<file path="src/common/ddim_pkg.sv">
`default_nettype none
// ============================================================
// Shared constants of the descriptor-done interrupt mask block
// ============================================================
package ddim_pkg;
   // Descriptor slots per list; one mask bit per slot.
   localparam int unsigned SLOT_COUNT    = 32;
   // Number of lists: isochronous, periodic interrupt and asynchronous.
   localparam int unsigned LIST_COUNT    = 3;
   // Number of group mask registers (an OR and an AND mask per list).
   localparam int unsigned MASK_COUNT    = 6;
   // Least address width accepted; it matches the 12-bit register offsets.
   localparam int unsigned MIN_ADDR_W    = 12;
   // Byte offsets of the registers on the bus.
   localparam logic [11:0] OFF_ISO_OR       = 12'h318;
   localparam logic [11:0] OFF_PERIODIC_OR  = 12'h31c;
   localparam logic [11:0] OFF_ASYNC_OR     = 12'h320;
   localparam logic [11:0] OFF_ISO_AND      = 12'h324;
   localparam logic [11:0] OFF_PERIODIC_AND = 12'h328;
   localparam logic [11:0] OFF_ASYNC_AND    = 12'h32c;
   localparam logic [11:0] OFF_IRQ_ENABLE   = 12'h330;
   localparam logic [11:0] OFF_IRQ_STATUS   = 12'h334;
   localparam logic [11:0] OFF_IRQ_MASK     = 12'h338;
   // Word shift from byte address to word index.
   localparam int unsigned WORD_SHIFT    = 2;
   // Register select codes: the word index counted from the first register.
   localparam logic [3:0]  SEL_OR_BASE   = 4'h0;
   localparam logic [3:0]  SEL_AND_BASE  = 4'h3;
   localparam logic [3:0]  SEL_ENABLE    = 4'h6;
   localparam logic [3:0]  SEL_STATUS    = 4'h7;
   localparam logic [3:0]  SEL_IRQ_MASK  = 4'h8;
   localparam logic [3:0]  SEL_NONE      = 4'hf;
   // Reset value of every mask.
   localparam logic [31:0] MASK_RESET    = 32'h0000_0000;
   // Per-list enable, status and mask bit: list 0 iso, 1 periodic, 2 async.
   localparam int unsigned LIST_BIT [LIST_COUNT] = '{9, 7, 8};
   // Implemented bits of the enable, status and interrupt mask registers.
   localparam logic [31:0] EVENT_BITS    = 32'h0000_0380;
   // AXI responses.
   localparam logic [1:0]  RESP_OKAY     = 2'h0;
   localparam logic [1:0]  RESP_SLVERR   = 2'h2;
endpackage : ddim_pkg
`default_nettype wire

</file>
<file path="src/hdl/ddim_top.sv">
`timescale 1ns/10ps
`default_nettype none
// ============================================================
// Descriptor-done interrupt grouping masks
// ============================================================
module ddim_top #(
   parameter int unsigned ADDR_W = 12      // Width of the bus address.
) (
   input  wire logic              CLK_SYS,
   input  wire logic              RST_N,
   input  wire logic [ADDR_W-1:0] S_AXI_AWADDR,
   input  wire logic [2:0]        S_AXI_AWPROT,
   input  wire logic              S_AXI_AWVALID,
   output logic                   S_AXI_AWREADY,
   input  wire logic [31:0]       S_AXI_WDATA,
   input  wire logic [3:0]        S_AXI_WSTRB,
   input  wire logic              S_AXI_WVALID,
   output logic                   S_AXI_WREADY,
   output logic [1:0]             S_AXI_BRESP,
   output logic                   S_AXI_BVALID,
   input  wire logic              S_AXI_BREADY,
   input  wire logic [ADDR_W-1:0] S_AXI_ARADDR,
   input  wire logic [2:0]        S_AXI_ARPROT,
   input  wire logic              S_AXI_ARVALID,
   output logic                   S_AXI_ARREADY,
   output logic [31:0]            S_AXI_RDATA,
   output logic [1:0]             S_AXI_RRESP,
   output logic                   S_AXI_RVALID,
   input  wire logic              S_AXI_RREADY,
   input  wire logic [31:0]       DONE_ISO,
   input  wire logic [31:0]       DONE_PERIODIC,
   input  wire logic [31:0]       DONE_ASYNC,
   output logic                   IRQ
);

   // ============================================================
   // Elaboration checks
   // ============================================================
   // The address must be wide enough to reach the last register.
   if (ADDR_W < ddim_pkg::MIN_ADDR_W) begin : g_bad_addr_w
      $error("ADDR_W too small to reach the register map.");
   end

   // ============================================================
   // Declarations
   // ============================================================
   logic [31:0]       mask_bank [ddim_pkg::MASK_COUNT];  // OR masks, then AND masks.
   logic [31:0]       irq_enable;       // Per-list interrupt enables.
   logic [31:0]       irq_status;       // Sticky per-list done events.
   logic [31:0]       irq_mask;         // Per-list gate onto the interrupt line.
   logic              aw_held;          // A write address waits.
   logic              w_held;           // Write data wait.
   logic [ADDR_W-1:0] wr_addr;          // Latched write address.
   logic [31:0]       wr_data;          // Latched write data.
   logic [3:0]        wr_strb;          // Latched byte strobes.
   logic              next_aw_held;     // Next value of aw_held.
   logic              next_w_held;      // Next value of w_held.
   logic              next_bvalid;      // Next value of the write response valid.
   logic              next_rvalid;      // Next value of the read data valid.
   logic              wr_fire;          // Both halves of a write are present.
   logic              ar_fire;          // A read address is taken.
   logic [3:0]        wr_sel;           // Register selected by the write.
   logic [3:0]        rd_sel;           // Register selected by the read.
   logic [31:0]       wr_bits;          // Write data merged over strobes.
   logic [31:0]       wr_lanes;         // Bit-wide strobe expansion.
   logic [31:0]       rd_value;         // Word returned for the read.
   logic [31:0]       set_vec;          // Status bits raised this cycle.
   logic [ddim_pkg::LIST_COUNT-1:0] list_match;  // Per-list mask combination met.
   logic [31:0]       done_map [ddim_pkg::LIST_COUNT];  // Done maps by list.

   // Keep the iso, periodic, async order of the list index.
   assign done_map[0] = DONE_ISO;
   assign done_map[1] = DONE_PERIODIC;
   assign done_map[2] = DONE_ASYNC;

   // Named views of the six masks.
   wire logic [31:0] iso_or_group_mask       = mask_bank[0];
   wire logic [31:0] periodic_or_group_mask  = mask_bank[1];
   wire logic [31:0] async_or_group_mask     = mask_bank[2];
   wire logic [31:0] iso_and_group_mask      = mask_bank[3];
   wire logic [31:0] periodic_and_group_mask = mask_bank[4];
   wire logic [31:0] async_and_group_mask    = mask_bank[5];

   // ============================================================
   // Address decode
   // ============================================================
   // Maps a byte address onto a register select code, or none when unmapped.
   function automatic logic [3:0] reg_select(input logic [ADDR_W-1:0] a);
      logic [ADDR_W-1:0] rel;
      rel = a - ADDR_W'(ddim_pkg::OFF_ISO_OR);
      reg_select = ddim_pkg::SEL_NONE;
      if (a[ddim_pkg::WORD_SHIFT-1:0] == '0 && a >= ADDR_W'(ddim_pkg::OFF_ISO_OR) &&
          a <= ADDR_W'(ddim_pkg::OFF_IRQ_MASK)) begin
         reg_select = 4'(rel >> ddim_pkg::WORD_SHIFT);
      end
   endfunction : reg_select

   assign wr_sel = reg_select(wr_addr);
   assign rd_sel = reg_select(S_AXI_ARADDR);

   // ============================================================
   // AXI4-Lite handshake
   // ============================================================
   assign wr_fire = aw_held && w_held && !S_AXI_BVALID;
   assign ar_fire = S_AXI_ARVALID && S_AXI_ARREADY;

   // Next handshake state; address and data are taken in either order.
   always_comb begin
      next_aw_held = aw_held;
      next_w_held  = w_held;
      next_bvalid  = S_AXI_BVALID;
      next_rvalid  = S_AXI_RVALID;
      if (S_AXI_AWVALID && S_AXI_AWREADY) begin
         next_aw_held = 1'b1;
      end
      if (S_AXI_WVALID && S_AXI_WREADY) begin
         next_w_held = 1'b1;
      end
      if (wr_fire) begin
         next_aw_held = 1'b0;
         next_w_held  = 1'b0;
         next_bvalid  = 1'b1;
      end else if (S_AXI_BVALID && S_AXI_BREADY) begin
         next_bvalid = 1'b0;
      end
      if (ar_fire) begin
         next_rvalid = 1'b1;
      end else if (S_AXI_RVALID && S_AXI_RREADY) begin
         next_rvalid = 1'b0;
      end
   end

   // Handshake flops; readies are low while a write or read is under way.
   always_ff @(posedge CLK_SYS or negedge RST_N) begin
      if (!RST_N) begin
         aw_held       <= 1'b0;
         w_held        <= 1'b0;
         S_AXI_BVALID  <= 1'b0;
         S_AXI_RVALID  <= 1'b0;
         S_AXI_AWREADY <= 1'b0;
         S_AXI_WREADY  <= 1'b0;
         S_AXI_ARREADY <= 1'b0;
      end else begin
         aw_held       <= next_aw_held;
         w_held        <= next_w_held;
         S_AXI_BVALID  <= next_bvalid;
         S_AXI_RVALID  <= next_rvalid;
         S_AXI_AWREADY <= !next_aw_held && !next_bvalid;
         S_AXI_WREADY  <= !next_w_held && !next_bvalid;
         S_AXI_ARREADY <= !next_rvalid;
      end
   end

   // Latch the write address and data when each is taken.
   always_ff @(posedge CLK_SYS or negedge RST_N) begin
      if (!RST_N) begin
         wr_addr <= '0;
         wr_data <= 32'h0;
         wr_strb <= 4'h0;
      end else begin
         if (S_AXI_AWVALID && S_AXI_AWREADY) begin
            wr_addr <= S_AXI_AWADDR;
         end
         if (S_AXI_WVALID && S_AXI_WREADY) begin
            wr_data <= S_AXI_WDATA;
            wr_strb <= S_AXI_WSTRB;
         end
      end
   end

   // Write response: unmapped addresses answer with a slave error.
   always_ff @(posedge CLK_SYS or negedge RST_N) begin
      if (!RST_N) begin
         S_AXI_BRESP <= ddim_pkg::RESP_OKAY;
      end else if (wr_fire) begin
         S_AXI_BRESP <= (wr_sel == ddim_pkg::SEL_NONE) ? ddim_pkg::RESP_SLVERR
                                                       : ddim_pkg::RESP_OKAY;
      end
   end

   // Expand byte strobes to bit lanes, one byte per loop pass.
   for (genvar b = 0; b < 4; b++) begin : g_lane
      assign wr_lanes[8*b +: 8] = {8{wr_strb[b]}};
   end

   // ============================================================
   // Mask registers
   // ============================================================
   // Each mask is written over the strobed lanes and clears to zero.
   for (genvar m = 0; m < ddim_pkg::MASK_COUNT; m++) begin : g_mask
      always_ff @(posedge CLK_SYS or negedge RST_N) begin
         if (!RST_N) begin
            mask_bank[m] <= ddim_pkg::MASK_RESET;
         end else if (wr_fire && wr_sel == 4'(m)) begin
            mask_bank[m] <= (mask_bank[m] & ~wr_lanes) | wr_bits;
         end
      end
   end

   assign wr_bits = wr_data & wr_lanes;

   // ============================================================
   // Done map grouping
   // ============================================================
   // Each list meets its combination when any OR slot is done, or all AND
   // slots are done with at least one AND slot chosen.
   for (genvar g = 0; g < ddim_pkg::LIST_COUNT; g++) begin : g_list
      wire logic [31:0] or_m  = mask_bank[g];
      wire logic [31:0] and_m = mask_bank[g + ddim_pkg::LIST_COUNT];
      // A clear bit takes its slot out of that mask's condition.
      assign list_match[g] = (|(done_map[g] & or_m)) ||
                             ((|and_m) && ((done_map[g] & and_m) == and_m));
   end

   // Raise the list's status bit only while its enable is set.
   always_comb begin
      set_vec = 32'h0;
      for (int i = 0; i < ddim_pkg::LIST_COUNT; i++) begin
         set_vec[ddim_pkg::LIST_BIT[i]] = list_match[i] &&
                                          irq_enable[ddim_pkg::LIST_BIT[i]];
      end
   end

   // ============================================================
   // Interrupt registers
   // ============================================================
   // Enable and interrupt mask hold only the three list bits.
   always_ff @(posedge CLK_SYS or negedge RST_N) begin
      if (!RST_N) begin
         irq_enable <= 32'h0;
         irq_mask   <= 32'h0;
      end else if (wr_fire) begin
         if (wr_sel == ddim_pkg::SEL_ENABLE) begin
            irq_enable <= ((irq_enable & ~wr_lanes) | wr_bits) & ddim_pkg::EVENT_BITS;
         end
         if (wr_sel == ddim_pkg::SEL_IRQ_MASK) begin
            irq_mask <= ((irq_mask & ~wr_lanes) | wr_bits) & ddim_pkg::EVENT_BITS;
         end
      end
   end

   // Sticky status, cleared by writing ones; a new event wins over the clear.
   always_ff @(posedge CLK_SYS or negedge RST_N) begin
      if (!RST_N) begin
         irq_status <= 32'h0;
      end else if (wr_fire && wr_sel == ddim_pkg::SEL_STATUS) begin
         irq_status <= (irq_status & ~wr_bits) | set_vec;
      end else begin
         irq_status <= irq_status | set_vec;
      end
   end

   // Interrupt line: high while an enabled, unmasked status bit is set.
   always_ff @(posedge CLK_SYS or negedge RST_N) begin
      if (!RST_N) begin
         IRQ <= 1'b0;
      end else begin
         IRQ <= |(irq_status & irq_mask & irq_enable);
      end
   end

   // ============================================================
   // Read path
   // ============================================================
   // Select the word to return; unmapped addresses read as zero.
   always_comb begin
      rd_value = 32'h0;
      if (rd_sel < 4'(ddim_pkg::MASK_COUNT)) begin
         rd_value = mask_bank[rd_sel[2:0]];
      end else if (rd_sel == ddim_pkg::SEL_ENABLE) begin
         rd_value = irq_enable;
      end else if (rd_sel == ddim_pkg::SEL_STATUS) begin
         rd_value = irq_status;
      end else if (rd_sel == ddim_pkg::SEL_IRQ_MASK) begin
         rd_value = irq_mask;
      end
   end

   // Capture the read answer when the address is taken.
   always_ff @(posedge CLK_SYS or negedge RST_N) begin
      if (!RST_N) begin
         S_AXI_RDATA <= 32'h0;
         S_AXI_RRESP <= ddim_pkg::RESP_OKAY;
      end else if (ar_fire) begin
         S_AXI_RDATA <= rd_value;
         S_AXI_RRESP <= (rd_sel == ddim_pkg::SEL_NONE) ? ddim_pkg::RESP_SLVERR
                                                       : ddim_pkg::RESP_OKAY;
      end
   end

   // Marks the first cycle after reset release.
   logic out_of_reset;
   always_ff @(posedge CLK_SYS or negedge RST_N) begin
      if (!RST_N) begin
         out_of_reset <= 1'b0;
      end else begin
         out_of_reset <= 1'b1;
      end
   end
endmodule : ddim_top
`default_nettype wire

</file>
<file path="config.mk">
export PLATFORM = sky130hd
export DESIGN_NAME = ddim_top
export DESIGN_NICKNAME = d
export VERILOG_FILES = /design/src/common/ddim_pkg.sv /design/src/hdl/ddim_top.sv
export SDC_FILE = /design/constraint.sdc
export NUM_CORES = 1
export LEC_CHECK = 0
export ABC_AREA = 1
export BUFFER_PORTS_ARGS = -buffer_cell sky130_fd_sc_hd__buf_2
export CORE_MARGIN = 8
export CORE_UTILIZATION = 51
export CTS_CLUSTER_SIZE = 10
export DETAILED_ROUTE_END_ITERATION = 8
export PLACE_DENSITY = 0.75
export SLEW_MARGIN = 20
export SYNTH_ARGS = -nofsm -noshare
export SYNTH_HDL_FRONTEND = slang
export SYNTH_SLANG_ARGS = --single-unit
export TNS_END_PERCENT = 30
</file>
<file path="constraint.sdc">
create_clock -name CLK_SYS -period 2 [get_ports CLK_SYS]
set_input_delay 0.1 -clock CLK_SYS [delete_from_list [all_inputs] [get_ports CLK_SYS]]
set_output_delay 0.1 -clock CLK_SYS [all_outputs]
set_load 0.005 [all_outputs]
</file>
# Yosys cells after proc, flatten, opt, wreduce, memory -nomap -nowiden
# Index checks and enable logic that the tools add are counted.
# totals
regBits	322
latch_bits	0
ramBits	0
rom_bits	0
in_bits	169
out_inout_bits	42
wordCells	144
n_memories	0
# classes
addsub	2
multipliers	0
div	0
n_lt_le_gt_ge	6
eq_ne	16
shifts	0
n_mux	20
bitwise_logic	31
reduce_logical	46
# ops
op	n
32-bit AND	14
32-bit OR reduction	7
32-bit two-way mux	6
32-bit bitwise OR	6
32-bit binary-select mux with 3-bit select	1
32-bit equality test	3
32-bit by 10-bit AND with 32-bit output	2
32-bit NOT	2
32-bit by 10-bit bitwise OR with 32-bit output	2
1-bit logical AND	26
4-bit by 3-bit equality test with 1-bit output (second input constant)	6
12-bit by 10-bit greater-or-equal comparator with 1-bit output (second input constant)	2
12-bit by 10-bit <= comparator with 1-bit output (second input constant)	2
10-bit AND	2
10-bit bitwise OR	2
4-bit equality test (second input constant)	4
6-bit by 5-bit subtractor with 6-bit output (second input constant)	2
10-bit two-way mux	1
4-bit by 2-bit equality test with 1-bit output (second input constant)	2
1-bit two-way mux	8
4-bit two-way mux	2
1-bit logical NOT	5
4-bit by 1-bit equality test with 1-bit output (second input constant)	1
4-bit greater-or-equal comparator (second input constant)	1
7 further kinds	12

# Depth between registers and ports, before layout
# depth
depth_word	9
depth_mapped	14
ltp_nobuf	13

# Least setup slack after synthesis
# OpenSTA, ideal clock, no wires.
# synth_path
path_type	flip-flop to flip-flop
startpoint	register wr_addr[3]
endpoint	register with a tool-made name
setup_time_ps	129
arrival_ps	2049
t_required_ps	1871
path_slack_ps	-178
path_stages_with_launch	10
n_path_buf	1
synth_period_minus_slack_ps	2178
cell_sequence	dfrtp_1 > ha_1 > xor2_1 > nand2_1 > inv_1 > nand2_1 > clkinv_1 > nand3_1 > buf_2 > o21ai_0
# synth_rtl
item	line_no	source
start: declaration	ddim_top.sv:53	logic [ADDR_W-1:0] wr_addr;
start signal: assignment	ddim_top.sv:157	wr_addr <= '0;
start signal: assignment	ddim_top.sv:162	wr_addr <= S_AXI_AWADDR;

==> impl_metrics.tcl <==
set metrics [dict create \
    status "finished with violations" \
    violations "setup timing" \
    synth_warnings 0 \
    cts_tree "done" \
    fmax_mhz 483 \
    wl_um 58800 \
    cp-start-kind "register" \
    antennaDiodeCount 0 \
    fin_skew_ns 0.0153 \
    drc 0 \
    grt_pass1_vias 16200 \
    seqPwrFrac_pct 44.4 \
    tightest_slew_ns 1.18 \
    regToRegSetupSlack_ns -0.07 \
    synth.top_cell.area_share_pct 49.0 \
    worstPathArrival_ns 2.46 \
    p_comb_share_pct 20.7 \
    grt.overflow.total 0 \
    synth-edff-count 0 \
    synth_cells 2152 \
    postSynthAreaPerCell_sq_um 7.60 \
    peakVddDrop_v 0.000923 \
    vias 16600 \
    ys_seq_area_share_pct 49.0 \
    multi_input_area_sq_um 7600 \
    fin_nets 2627 \
    hpwl_um 40300 \
    synth-seq-cells 320 \
    dieWidth_um 195 \
    antenna_found_initial 0 \
    hold_viol 0 \
    async_flop_share_pct 100 \
    htree_levels 2 \
    cts.sinks 320 \
    p_int_uw 11700 \
    crit_path_max_fanout 10 \
    fin_cells 2868 \
    clock-root-buffer "clkbuf_16" \
    p_per_area_nw_per_um2 843 \
    hold_path_end "wr_strb[3]" \
    dp.cells 2736 \
    initial_core_util_pct 51.8 \
    drt_pass1_iterations 5 \
    wl_per_cell_um 20.5 \
    grt_usage_pct 29.9 \
    rows 65 \
    gp_routability_congestion 1.01 \
    drt-vias-per-instance 5.78 \
    reg2reg_from "wr_addr[0]" \
    io_pins 211 \
    synth_cell_types 40 \
    synth_area_leaders "dfrtp_1, nand2_1, o21ai_0" \
    fillers 2590 \
    core_area_sq_um 31600 \
    end_kind "register" \
    regArea_sq_um 8010 \
    clk_pin_slew_ns 0.05 \
    min_period_ns 2.07 \
    finalCritPeriodShare_pct 103 \
    p_switching_uw 5830 \
    drtAntennaViolNets 0 \
    max-slew-margin-rel_pct 21.3 \
    clk_latency_ns 0.52 \
    worstHoldStart "S_AXI_WVALID" \
    dp_slack_ns -0.191 \
    worst_hold_path.num_cells 5 \
    setup_viol 91 \
    cts_buffer_depth 3 \
    drive_gt1_share_pct 20.6 \
    grt_pass1_wl_um 89700 \
    drt_iter0_drc 1830 \
    layout_setup_ws_ns -0.0684 \
    criticalPathCategory "reg -> reg" \
    p_sw_share_pct 33.3 \
    grt_max_degree 67 \
    drv_slew 0 \
    maxCapViolations 0 \
    yosysTopAreaCell "dfrtp_1" \
    numPortBuffers 202 \
    hold_path.class "in -> reg" \
    reg2reg_depth 11 \
    synth-main-ff-cell "dfrtp_1" \
    numCtsBuffers 38 \
    leakage_uw 0.0102 \
    crit_required_ns 2.40 \
    die_h_um 195 \
    synth_area_sq_um 16400 \
    area_growth_syn_to_layout_pct 27.2 \
    rsz0062_at_grt "yes" \
    p_clk_share_pct 34.9 \
    die-area_sq_um 38100 \
]
## area by class of cell
cell class              count  area share, %
well taps                 402           2.42
clock buffers              49           4.92
inverters                 271           4.91
clock inverters             1         0.0421
flip-flops and latches    320           38.5
repair buffers            347           12.7
multi-input cells        1478           36.5
## cell usage after synthesis, types with 15 or more instances
| library cell | instances |
|---|---|
| o21ai_1 | 17 |
| buf_6 | 15 |
| o21ai_0 | 259 |
| nand2_1 | 683 |
| clkbuf_1 | 51 |
| o22ai_1 | 45 |
| inv_1 | 267 |
| nand4_1 | 69 |
| o211ai_1 | 32 |
| nand3_1 | 76 |
| dfrtp_1 | 320 |
| nor2_1 | 187 |
| a21oi_1 | 35 |
| buf_2 | 19 |
## cell families after synthesis
family          share of synthesized area [%]
buf+inv                                  9.33
xor+xnor                                0.107
compound gates                           13.7
other cells                            0.0229
simple gates                             27.8
fa+ha+maj                               0.153
flops                                    49.0
## critical path: stages, from the launching register on
cell	delay, ns
dfrtp_1	0.38
nor2_1	0.13
nand3_2	0.11
nor3_4	0.21
buf_6	0.13
nand3_4	0.08
buf_4	0.16
nor3_4	0.15
buf_12	0.21
nand3_4	0.18
nand2_1	0.13
o21ai_1	0.07
## repair_timing
action                                  in CTS  in global routing
hold buffers                                51                  0
endpoints found under the setup margin     189                230
resized for setup                          137                205
cloned                                      18                  4
buffers inserted                             5                  4
hold endpoints to repair                   161                  0
pin swaps                                   35                 43
## cell usage in the layout (no fill, tap or decap), types with 40 or more instances in the layout
cell type,instances
o22ai_1,45
o21ai_1,119
o21ai_0,121
nor2_1,184
nand2_1,610
nand4_1,69
nand2_2,61
buf_4,51
dfrtp_1,319
nand3_1,63
clkbuf_16,40
dlygate4sd3_1,51
buf_2,202
inv_1,265
## per-layer routing
metal	vias to the layer above	part of all wire, %	global-route usage (%)
met5	-	0	0
met4	0	5.2	14.9
met3	191	9.8	5.16
met2	964	46	46.5
met1	7827	39	39.9
li1	7595	-	-
## per-stage QoR
step           TNS [ns]  hold slack, ns  util, %  area [sq um]  total power [uW]
6_report          -2.75          0.0297     65.9         20800             17500
5_1_grt          -21.11          0.0441     65.9         20800             18300
3_5_place_dp     -18.37          0.0752     57.6         18200             10900
4_1_cts           -9.62          0.0200     64.2         20300             17300
2_1_floorplan         0          -0.196        -         16400              9240
3_3_place_gp      -7.46          0.0692     57.6         18200             10800
## power groups by stage
stage	logic, uW	clock network [uW]	registers (uW)
global route	3960	6440	7860
finish	3630	6110	7790
floorplan	1600	0	7640
CTS	3400	6130	7740
global placement	3110	0	7730
detailed placement	3160	0	7750
## worst max path at each step
stage	cells past startpoint	from	endpoint
2_1_floorplan	10	wr_addr[3]	register
3_3_place_gp	14	S_AXI_ARADDR[4]	S_AXI_RDATA[7]
3_5_place_dp	14	S_AXI_ARADDR[4]	S_AXI_RDATA[9]
4_1_cts	10	wr_addr[7]	register
5_1_grt	11	wr_addr[0]	register
6_report	11	wr_addr[0]	register
Note: power is estimated with default switching activity, not from simulation.
